$ cat config.mk
export PLATFORM = sky130hd
export DESIGN_NAME = delc_top
export DESIGN_NICKNAME = d
export VERILOG_FILES = /design/src/design/delc_pkg.sv /design/src/design/delc_bank_if.sv /design/src/design/delc_event_bank.sv /design/src/design/delc_top.sv
export SDC_FILE = /design/constraint.sdc
export NUM_CORES = 1
export LEC_CHECK = 0
export ABC_CLOCK_PERIOD_IN_PS = 3010
export BUFFER_PORTS_ARGS = -buffer_cell sky130_fd_sc_hd__buf_2
export CORE_AREA = 2 2 256 258
export DETAILED_ROUTE_END_ITERATION = 8
export DIE_AREA = 0 0 258 260
export HOLD_SLACK_MARGIN = 0.1
export PLACE_DENSITY_LB_ADDON = 0.05
export SYNTH_ARGS = -nofsm -noshare
export SYNTH_HDL_FRONTEND = slang
export SYNTH_SLANG_ARGS = --single-unit
$ cat constraint.sdc
create_clock -name sys_clk_i -period 3.01 [get_ports sys_clk_i]
set_clock_uncertainty 0.2 [all_clocks]
set_input_delay 0.7525 -clock sys_clk_i [delete_from_list [all_inputs] [get_ports sys_clk_i]]
set_output_delay 0.7525 -clock sys_clk_i [all_outputs]
set_load 0.02 [all_outputs]
$ cat src/design/delc_pkg.sv
// Package holding the constants of the channel event latch and clear block.
package delc_pkg;

   // ****************************************************************
   // Sizes
   // ****************************************************************
   localparam int CHANNELS      = 64;
   localparam int HALF          = 32;
   localparam int ADDR_W        = 12;
   localparam int DATA_W        = 32;
   localparam int WIN_BITS      = 5;
   localparam int REGIONS_DFLT  = 4;

   // ****************************************************************
   // Register offsets inside one window
   // ****************************************************************
   localparam logic [WIN_BITS-1:0] OFF_EVENT_LOW  = 5'h00;
   localparam logic [WIN_BITS-1:0] OFF_EVENT_HIGH = 5'h04;
   localparam logic [WIN_BITS-1:0] OFF_CLEAR_LOW  = 5'h08;
   localparam logic [WIN_BITS-1:0] OFF_CLEAR_HIGH = 5'h0C;
   localparam logic [WIN_BITS-1:0] OFF_STATUS     = 5'h10;
   localparam logic [WIN_BITS-1:0] OFF_MASK       = 5'h14;

   // ****************************************************************
   // Address windows
   // ****************************************************************
   localparam logic [ADDR_W-1:0] SHADOW_BASE   = 12'h200;
   localparam int                SHADOW_STRIDE = 32;

   // ****************************************************************
   // Status layout and reset values
   // ****************************************************************
   localparam int                STAT_W            = 2;
   localparam int                STAT_MISSED_BIT   = 0;
   localparam int                STAT_DISABLED_BIT = 1;
   localparam logic [HALF-1:0]   EVENT_RESET       = 32'h0000_0000;
   localparam logic [STAT_W-1:0] STATUS_RESET      = 2'h0;
   localparam logic [STAT_W-1:0] MASK_RESET        = 2'h0;
   localparam logic [DATA_W-1:0] RDATA_IDLE        = 32'h0000_0000;

endpackage

$ cat src/design/delc_bank_if.sv
// Interface between the controller and one 32-channel event bank.
`timescale 1ns/1ps
`default_nettype none
interface delc_bank_if #(
   parameter int W = 32
);
   logic [W-1:0] set;
   logic [W-1:0] sw_clear;
   logic [W-1:0] hw_ack;
   logic [W-1:0] enable;
   logic [W-1:0] events;
   logic [W-1:0] request;
   logic [W-1:0] miss;
   logic         disabled_hit;

   modport bank (
      input  set,
      input  sw_clear,
      input  hw_ack,
      input  enable,
      output events,
      output request,
      output miss,
      output disabled_hit
   );

   modport ctrl (
      output set,
      output sw_clear,
      output hw_ack,
      output enable,
      input  events,
      input  request,
      input  miss,
      input  disabled_hit
   );
endinterface
`default_nettype wire

$ cat src/design/delc_event_bank.sv
// One bank of event latches with hardware and software clear.
`timescale 1ns/1ps
`default_nettype none
module delc_event_bank
   import delc_pkg::*;
#(
   parameter int W = 32
) (
   input  wire logic   sys_clk_i,
   input  wire logic   rst_i,
   delc_bank_if.bank   bank
);

   typedef struct packed {
      logic [W-1:0] events;
      logic [W-1:0] request;
      logic [W-1:0] miss;
   } delc_bank_state_type;

   delc_bank_state_type state;
   delc_bank_state_type next_state;
   logic [W-1:0]        hw_clear;

   // ****************************************************************
   // Latch, clear and miss detection
   // ****************************************************************
   always_comb
   begin
      next_state = state;
      // Service only clears a bit that is actually latched.
      hw_clear = bank.hw_ack & state.events; // RULE3 RULE15
      // Set wins over either clear; a bit holds until cleared.
      next_state.events = bank.set
         | (state.events & ~(hw_clear | bank.sw_clear)); // RULE1 RULE5 RULE6 RULE11
      next_state.miss = bank.set & state.events & bank.enable; // RULE4 RULE7
      next_state.request = next_state.events & bank.enable; // RULE2 RULE7
   end

   always_ff @(posedge sys_clk_i)
   begin
      if (rst_i)
      begin
         state.events  <= W'(EVENT_RESET); // RULE9
         state.request <= '0;
         state.miss    <= '0;
      end
      else
      begin
         state <= next_state;
      end
   end

   assign bank.events       = state.events;
   assign bank.request      = state.request;
   assign bank.miss         = state.miss;
   assign bank.disabled_hit = |(bank.set & ~bank.enable);

endmodule
`default_nettype wire

$ cat src/design/delc_top.sv
// Channel event latch and clear block with register port and interrupt.
`timescale 1ns/1ps
`default_nettype none
// What this block does
// (RULE1) Every external event latches its channel bit, enabled or not.
// (RULE2) A latched event is requested onward only while its enable is one.
// (RULE3) A serviced event bit clears itself in hardware.
// (RULE4) A repeat event on a set, enabled bit raises the missed flag.
// (RULE5) Writing one to a clear bit clears that event; zero does nothing.
// (RULE6) Set beats hardware or software clear in the same cycle.
// (RULE7) Concurrent set and clear: miss if already set and enabled, else stays set.
// (RULE8) Channels 0-31 sit in the low word, 32-63 in the high word.
// (RULE9) Event registers are read-only and reset to zero.
// (RULE10) Clear registers are write-only strobes reading as zero.
// (RULE11) A set bit holds until serviced or cleared by software.
// (RULE12) Software discards events of disabled channels via clear writes.
// (RULE13) Enabled pending events compete with others for submission.
// (RULE14) Global and shadow windows; shadow gated by region access enables.
// (RULE15) Service acknowledge is a one-cycle pulse; clear on next edge.
module delc_top
   import delc_pkg::*;
#(
   parameter int REGIONS = REGIONS_DFLT
) (
   input  wire logic                             sys_clk_i,
   input  wire logic                             rst_i,
   input  wire logic [ADDR_W-1:0]                reg_addr_i,
   input  wire logic [DATA_W-1:0]                reg_wdata_i,
   input  wire logic                             reg_wr_i,
   input  wire logic                             reg_rd_i,
   output logic      [DATA_W-1:0]                reg_rdata_o,
   input  wire logic [CHANNELS-1:0]              ext_event_i,
   input  wire logic [CHANNELS-1:0]              chan_enable_i,
   input  wire logic [CHANNELS-1:0]              service_ack_i,
   input  wire logic [REGIONS-1:0][CHANNELS-1:0] region_access_enable_i,
   output logic      [CHANNELS-1:0]              event_request_o,
   output logic      [CHANNELS-1:0]              missed_event_set_o,
   output logic                                  irq_o
);

   localparam int REGION_BITS = $clog2(REGIONS);
   localparam int IDX_W       = ADDR_W - WIN_BITS;
   localparam logic [IDX_W-1:0] REGION_LIMIT = IDX_W'(REGIONS);

   // ****************************************************************
   // Elaboration checks
   // ****************************************************************
   generate
      if (REGIONS < 2 ||
          int'(SHADOW_BASE) + REGIONS * SHADOW_STRIDE > (1 << ADDR_W))
      begin : g_bad_regions
         $error("REGIONS does not fit the shadow address space");
      end
   endgenerate

   typedef struct packed {
      logic [DATA_W-1:0] rdata;
      logic [STAT_W-1:0] status;
      logic [STAT_W-1:0] mask;
      logic              irq;
   } delc_state_type;

   delc_state_type           state;
   delc_state_type           next_state;
   logic [WIN_BITS-1:0]      win_off;
   logic [ADDR_W-1:0]        shadow_off;
   logic [IDX_W-1:0]         shadow_idx;
   logic [REGION_BITS-1:0]   region;
   logic                     in_global;
   logic                     in_shadow;
   logic [CHANNELS-1:0]      access;
   logic [CHANNELS-1:0]      sw_clear;
   logic [CHANNELS-1:0]      events_all;
   logic [STAT_W-1:0]        stat_w1c;
   logic [STAT_W-1:0]        stat_set;

   delc_bank_if #(.W(HALF)) lo_if ();
   delc_bank_if #(.W(HALF)) hi_if ();

   // ****************************************************************
   // Event banks
   // ****************************************************************
   assign lo_if.set    = ext_event_i[HALF-1:0]; // RULE8
   assign hi_if.set    = ext_event_i[CHANNELS-1:HALF]; // RULE8
   assign lo_if.hw_ack = service_ack_i[HALF-1:0];
   assign hi_if.hw_ack = service_ack_i[CHANNELS-1:HALF];
   assign lo_if.enable = chan_enable_i[HALF-1:0];
   assign hi_if.enable = chan_enable_i[CHANNELS-1:HALF];
   assign lo_if.sw_clear = sw_clear[HALF-1:0];
   assign hi_if.sw_clear = sw_clear[CHANNELS-1:HALF];
   assign events_all = {hi_if.events, lo_if.events};

   delc_event_bank #(
      .W (HALF)
   ) u_bank_lo (
      .sys_clk_i (sys_clk_i),
      .rst_i     (rst_i),
      .bank      (lo_if.bank)
   );

   delc_event_bank #(
      .W (HALF)
   ) u_bank_hi (
      .sys_clk_i (sys_clk_i),
      .rst_i     (rst_i),
      .bank      (hi_if.bank)
   );

   // ****************************************************************
   // Address decode, register access and interrupt
   // ****************************************************************
   always_comb
   begin
      next_state = state;
      win_off    = reg_addr_i[WIN_BITS-1:0];
      shadow_off = reg_addr_i - SHADOW_BASE;
      shadow_idx = shadow_off[ADDR_W-1:WIN_BITS];
      region     = shadow_idx[REGION_BITS-1:0];
      in_global  = (reg_addr_i[ADDR_W-1:WIN_BITS] == '0);
      in_shadow  = (reg_addr_i >= SHADOW_BASE) && (shadow_idx < REGION_LIMIT);
      // Shadow windows see only the channels granted to their region.
      if (in_global)
      begin
         access = '1; // RULE14
      end
      else if (in_shadow)
      begin
         access = region_access_enable_i[region]; // RULE14
      end
      else
      begin
         access = '0;
      end
      sw_clear = '0;
      stat_w1c = '0;
      if (reg_wr_i && (in_global || in_shadow))
      begin
         case (win_off)
            OFF_CLEAR_LOW:
            begin
               sw_clear[HALF-1:0] = reg_wdata_i & access[HALF-1:0]; // RULE5 RULE12
            end
            OFF_CLEAR_HIGH:
            begin
               sw_clear[CHANNELS-1:HALF] =
                  reg_wdata_i & access[CHANNELS-1:HALF]; // RULE5 RULE12
            end
            OFF_STATUS:
            begin
               if (in_global)
               begin
                  stat_w1c = reg_wdata_i[STAT_W-1:0];
               end
            end
            OFF_MASK:
            begin
               if (in_global)
               begin
                  next_state.mask = reg_wdata_i[STAT_W-1:0];
               end
            end
            default:
            begin
               // Writes to the event words and to unmapped offsets are
               // ignored, which keeps the event words read-only.
               sw_clear = '0; // RULE9
            end
         endcase
      end
      next_state.rdata = RDATA_IDLE;
      if (reg_rd_i && (in_global || in_shadow))
      begin
         case (win_off)
            OFF_EVENT_LOW:
            begin
               next_state.rdata = lo_if.events & access[HALF-1:0]; // RULE8
            end
            OFF_EVENT_HIGH:
            begin
               next_state.rdata =
                  hi_if.events & access[CHANNELS-1:HALF]; // RULE8
            end
            OFF_STATUS:
            begin
               if (in_global)
               begin
                  next_state.rdata = DATA_W'(state.status);
               end
            end
            OFF_MASK:
            begin
               if (in_global)
               begin
                  next_state.rdata = DATA_W'(state.mask);
               end
            end
            default:
            begin
               // Clear words hold no state and read as zero.
               next_state.rdata = RDATA_IDLE; // RULE10
            end
         endcase
      end
      stat_set = '0;
      stat_set[STAT_MISSED_BIT]   = (|lo_if.miss) | (|hi_if.miss);
      stat_set[STAT_DISABLED_BIT] = lo_if.disabled_hit | hi_if.disabled_hit;
      // A new event wins over a clear written in the same cycle.
      next_state.status = (state.status & ~stat_w1c) | stat_set;
      next_state.irq    = |(next_state.status & next_state.mask);
   end

   always_ff @(posedge sys_clk_i)
   begin
      if (rst_i)
      begin
         state.rdata  <= RDATA_IDLE;
         state.status <= STATUS_RESET;
         state.mask   <= MASK_RESET;
         state.irq    <= 1'b0;
      end
      else
      begin
         state <= next_state;
      end
   end

   assign reg_rdata_o        = state.rdata;
   // Enabled pending events go to prioritization beside the other sources.
   assign event_request_o    = {hi_if.request, lo_if.request}; // RULE13
   assign missed_event_set_o = {hi_if.miss, lo_if.miss};
   assign irq_o              = state.irq;
endmodule
`default_nettype wire

== After elaboration in Yosys (flattened, before gate mapping) ==
Cells that the tools add are included.
Widths: inputs -> output; s select.

* Bits in registers: 229
* Bits of input ports: 496
* Output and inout port bits: 161
* Logic and storage cells: 78

* Add/subtract/negate cells: 1
* Order comparisons: 3
* Equal/unequal tests: 5
* Mux-type cells: 16
* Bitwise logic cells: 31
* Reductions and logical operators: 12

{| class="wikitable"
|+ Operators with widths
! cell !! number
|-
| $and 32x32->32 || 16
|-
| $mux 64 || 4
|-
| $bmux 64 s2 || 1
|-
| $not 32->32 || 4
|-
| $or 32x32->32 || 4
|-
| $pmux 32 s4 || 1
|-
| $reduce_or 32->1 || 4
|-
| $mux 32 || 2
|-
| $mux 2 || 8
|-
| $ge 12x10->1 const B || 1
|-
| $sub 12x10->12 const B || 1
|-
| $eq 5x4->1 const B || 2
|-
| $eq 5x5->1 const B || 2
|-
| $logic_not 7->1 || 1
|-
| $lt 7x3->1 const B || 1
|-
| $eq 5x3->1 const B || 1
|-
| $logic_not 5->1 || 1
|-
| $and 2x2->2 || 2
|-
| $reduce_or 2->1 || 2
|-
| $logic_and 1x1->1 || 3
|-
| $lt 2x3->1 const B || 1
|-
| $not 2->2 || 1
|-
| $or 1x1->1 || 2
|-
| $or 2x2->2 || 1
|-
| 2 further kinds || 2
|}

== Depth between registers and ports, before layout ==
* Depth after elaboration: 13
* Depth in mapped cells: 10
* Gate-level depth less buffers: 8

== By module ==
Synthesis repeated with hierarchy kept, for this count alone.

* Cells, all modules: 1103
* Area, all modules: 11074.4 µm²

{| class="wikitable"
|+ By module, submodules not included
! module !! instances !! cells an instance !! area an instance (µm²) !! seq. area each (µm²)
|-
| delc_event_bank || 2 || 319 || 3286.9 || 1921.8
|-
| delc_top || 1 || 465 || 4500.6 || 740.7
|}

== Worst setup path before layout ==
OpenSTA, ideal clock, no wires.

* Kind: input port to flip-flop
* Start point: in reg_addr_i[5]
* End point: reg state, in the netlist irq_o
* Library setup time: 0.117 ns
* Arrival: 2.270 ns
* Required time: 2.693 ns
* Setup slack: 0.424 ns
* Stages on the path: 6
* Buffers on the path: 1
* Cell sequence: buf_6 -> nor4b_4 -> nand4_2 -> o31a_1 -> or4_1 -> a22o_1

* Cells in the longest elaborated chain, start to end: 11
* Elaborated cells on any way between the ends: 18
* Those cells by class: 1 x add/sub; 2 x order compare; 6 x mux; 4 x bitwise; 5 x reduce/logical

{| class="wikitable"
|+ RTL lines
! what !! RTL line !! RTL
|-
| start, declared || delc_top.sv:27 || <nowiki>input wire logic [ADDR_W-1:0] reg_addr_i,</nowiki>
|-
| $sub 12x10->12 || delc_top.sv:116 || <nowiki>shadow_off = reg_addr_i - SHADOW_BASE;</nowiki>
|-
| $lt 7x3->1 || delc_top.sv:120 || <nowiki>in_shadow = (reg_addr_i >= SHADOW_BASE) && (shadow_idx < REGION_LIMIT);</nowiki>
|-
| $logic_and 1x1->1 || delc_top.sv:120 ||
|-
| $logic_or 1x1->1 || delc_top.sv:136 || <nowiki>if (reg_wr_i && (in_global || in_shadow))</nowiki>
|-
| $logic_and 1x1->1 || delc_top.sv:136 ||
|-
| $mux 2 || delc_top.sv:136 ||
|-
| $not 2->2 || delc_top.sv:208 || <nowiki>next_state.status = (state.status & ~stat_w1c) | stat_set;</nowiki>
|-
| $and 2x2->2 || delc_top.sv:208 ||
|-
| $or 2x2->2 || delc_top.sv:208 ||
|-
| $and 2x2->2 (*) || delc_top.sv:209 || <nowiki>next_state.irq = |(next_state.status & next_state.mask);</nowiki>
|-
| $reduce_or 2->1 (*) || delc_top.sv:209 ||
|-
| end signal, assigned || delc_top.sv:223 || <nowiki>state <= next_state;</nowiki>
|-
| end, declared || delc_top.sv:63 || <nowiki>delc_state_type state;</nowiki>
|}

Mark *: on every way between the ends. The rest lies on a longest branch, timed or not.
A chain may end at the register's enable or synchronous reset.

== Final worst setup path ==
* Start point: reg, netlist name u_bank_hi.bank.miss[1]
* End point: reg state, in the netlist irq_o

* Cells in the longest elaborated chain, start to end: 5

{| class="wikitable"
|+ RTL lines
! what !! RTL line !! RTL
|-
| $reduce_or 32->1 || delc_top.sv:205 || <nowiki>stat_set[STAT_MISSED_BIT] = (|lo_if.miss) | (|hi_if.miss);</nowiki>
|-
| $or 1x1->1 || delc_top.sv:205 ||
|-
| $or 2x2->2 || delc_top.sv:208 ||
|-
| $and 2x2->2 || delc_top.sv:209 ||
|-
| $reduce_or 2->1 || delc_top.sv:209 ||
|}

No other way between the ends.

==> results.py <==
metrics = {
    "outcome": {
        "status": "finished clean",
    },
    "placed_design": {
        "gp_congestion": 0.857,
        "placed_cell_area_sq_um": 15500,
        "io_buffer_count": 656,
        "dpl.hpwl_um": 62200,
    },
    "routing": {
        "vias": 12100,
        "ant_nets": 0,
        "viasPerCell": 4.41,
        "wl_per_cell_um": 27.0,
        "drt-initial-drc-count": 499,
        "dr.pass1.iters": 5,
        "drc": 0,
        "wl_um": 73700,
    },
    "timing": {
        "period_needed_ns": 2.78,
        "fmax_ghz": 0.360,
        "rsz0062_at_grt": "false",
        "slew_headroom_pct": 51.9,
        "tightest_slew_ns": 0.721,
        "hold_violations": 0,
        "setup_viol": 0,
        "fin_crit_sh_pct": 92.3,
        "slew_violations": 0,
    },
    "clocking": {
        "numClockSinks": 229,
        "clock-root-buffer": "clkbuf_16",
        "cts_made_buffers": 30,
        "cts_tree": "done",
        "clk_pin_slew_ns": 0.06,
        "cts_max_level": 1,
        "cts_buffer_depth": 3,
        "postCtsHoldBufs": 0,
        "clock_latency_ns": 0.57,
    },
    "logic_synthesis": {
        "ys_warn_count": 0,
        "yosys.area.top_type": "dfxtp_1",
        "synth_top_cell_area_share_pct": 42.0,
        "synthAdderAreaFrac_pct": 0.229,
        "synth_xor_area_share_pct": 0.0803,
        "synth_cell_type_count": 38,
        "synth-compound-area-share_pct": 10.5,
        "synth-seq-cells": 229,
        "yosys.area_share.simple_pct": 22.2,
        "synth_edf_count": 0,
        "yosysSeqAreaShare_pct": 42.0,
        "syn-num-nets": 1680,
        "synthTopCellsByCount": "dfxtp_1 (229), inv_1 (182), nand4_1 (71), nor2_1 (69), o21ai_0 (67)",
        "syn_inst": 1182,
        "synth_top_cells_by_area": "dfxtp_1 (42%), mux4_2 (13%), inv_1 (6.3%)",
        "synth_top_family_by_area": "simple AND/OR/NAND/NOR gates",
        "syn-cell-area_sq_um": 10900,
        "async_reset_ff_share_pct": 0,
        "synth_area_per_cell_sq_um": 9.23,
        "ys.flop_type": "dfxtp_1",
        "synth_most_common_cell": "dfxtp_1",
        "synth.area.mux_share_pct": 13.5,
    },
    "die": {
        "start_util_pct": 17.0,
        "fp.coreArea_sq_um": 64100,
        "die_h_um": 260,
        "die_x_um": 258,
        "num_rows": 93,
        "ios": 657,
        "die_area_sq_um": 67100,
    },
    "finish": {
        "area_delta_synth_final_pct": 52.2,
        "fin_nets": 2349,
        "design_area_sq_um": 16600,
        "drive_above_1_share_pct": 46.3,
    },
    "worst_hold_path": {
        "min_from": "ext_event_i[4]",
        "worstHoldPathCells": 3,
        "hp-class": "in -> reg",
        "hold-path-endpoint": "u_bank_lo.bank.miss[4]$_SDFF_PP0_",
    },
    "setup_path": {
        "r2r_cells": 7,
        "r2r_setup_slack_ns": 0.23,
        "crit_type": "reg -> reg",
        "required_ns": 3.27,
        "cp-end-kind": "flop",
        "r2r_end": "irq_o$_SDFF_PP0_",
        "timing.rr.start": "u_bank_hi.bank.miss[1]$_SDFF_PP0_",
        "startpoint_type": "flop",
        "crit_path_max_fanout": 2,
        "crit_arrival_ns": 3.03,
    },
    "global_routing": {
        "grt_max_degree": 57,
        "antenna_found_initial": 25,
        "grt_pass1_vias": 12900,
        "grtUsageTotal_pct": 21.1,
        "grt_pass1_wl_um": 99400,
        "grt_overflow": 0,
    },
    "pwr": {
        "power_leakage_nw": 8.08,
        "peakVddDrop_uv": 380,
        "total_power_w": 0.00841,
        "powerDensity_nw_per_um2": 507,
    },
    "job": {
        "cap_violations": 0,
    },
}
==> worst max-delay path: stages, from the launching register on <==
cell and delay, ns:
dfxtp_1 0.35, nor4_1 0.59, buf_4 0.21, nand4_1 0.15
nor4_1 0.64, buf_4 0.23, a21oi_1 0.08, a22o_1 0.23
==> sequential cells by signal, summed over array words and instances, names as in the netlist <==
register and count:
u_bank_hi.bank.request 32, u_bank_hi.bank.miss 32, u_bank_lo.bank.request 32, u_bank_hi.bank.events 32
irq_o 1, state 4, u_bank_lo.bank.miss 32, u_bank_lo.bank.events 32
reg_rdata_o 32
==> through the flow <==
step / utilization (%) / TNS [ns] / instances / setup slack, ns / hold slack [ns]
after global placement: 24.2 / -4.05 / 2674 / -0.186 / 0.247
after CTS: 25.9 / 0 / 2729 / 0.115 / 0.188
final: 25.9 / 0 / 2734 / 0.231 / 0.230
after floorplan: - / 0 / 1182 / 0.424 / 0.228
after global routing: 25.9 / 0 / 2733 / 0.107 / 0.211
after detailed placement: 24.2 / -2.62 / 2674 / -0.225 / 0.251
==> routing by layer <==
layer  up-vias  share of wire (%)  wire length, um  global-route usage [%]
met4        26                2.3             1720                    5.44
met2       506                 49            35900                    36.7
met3       114                6.4             4720                    4.32
li1       5599                  -                -                       -
met5         -               0.20              151                       0
met1      5805                 42            31300                    26.6
==> cell type report <==
cell class                 instances  area (sq um)
fill                            7108         47500
multi-input combinational        663          5110
sequential                       229          4580
timing repair buffer             745          4100
tap                              855          1070
clock buffer                      46           912
inverter                         182           683
clock inverter                     9           123
antenna                            5          12.5
==> power breakdown <==
group / total (W) / internal, W / switching (W)
sequential: 0.00323 / 0.00315 / 0.0000797
clock: 0.00382 / 0.00232 / 0.00150
combinational: 0.00136 / 0.000603 / 0.000758
total: 0.00841 / 0.00607 / 0.00234
==> kinds of logic (layout without fill, tap and decap cells) <==
group | count (synthesis) | after routing
AOI/OAI and AO/OA | 196 | 196
xor gates and xnor gates | 1 | 1
adders and majority gates | 2 | 2
buffers and inverters | 290 | 982
DFF | 229 | 229
muxes | 67 | 67
other | 0 | 5
and+or+nand+nor | 397 | 397
==> worst max path at each step <==
stage / startpoint / end / slack (ns) / cells after the start
2_1_floorplan: reg_addr_i[5] / irq_o$_SDFF_PP0_ / 0.42 / 6
3_3_place_gp: ext_event_i[24] / irq_o$_SDFF_PP0_ / -0.19 / 7
3_5_place_dp: ext_event_i[24] / irq_o$_SDFF_PP0_ / -0.23 / 7
4_1_cts: u_bank_hi.bank.miss[1]$_SDFF_PP0_ / irq_o$_SDFF_PP0_ / 0.11 / 7
5_1_grt: u_bank_hi.bank.miss[1]$_SDFF_PP0_ / irq_o$_SDFF_PP0_ / 0.11 / 7
6_report: u_bank_hi.bank.miss[1]$_SDFF_PP0_ / irq_o$_SDFF_PP0_ / 0.23 / 7
==> cells in the final DEF (no fill, tap or decap), types with 2 or more instances in the layout <==
cell type,instances
buf_2,652
dfxtp_1,229
inv_1,182
buf_4,81
nand4_1,71
nor2_1,69
o21ai_0,67
mux4_2,64
a31oi_1,64
nand3_1,61
nor3b_1,54
and4b_1,48
a21oi_1,32
clkbuf_16,31
nor3_1,27
nand2_1,24
nor4_1,18
o22ai_1,16
nand2b_1,12
buf_12,11
a221oi_1,8
clkbuf_8,8
clkbuf_1,7
diode_2,5
clkinv_2,5
o2111ai_1,4
bufinv_16,3
mux2i_1,2
a32oi_1,2
nor4_2,2
nor2b_1,2
ha_1,2
==> repair_timing <==
item / in CTS / in global routing
setup endpoints to repair: 1 / 0
setup buffers: 0 / 0
gates resized for setup: 2 / 0
(Power assumes the default switching activity.)
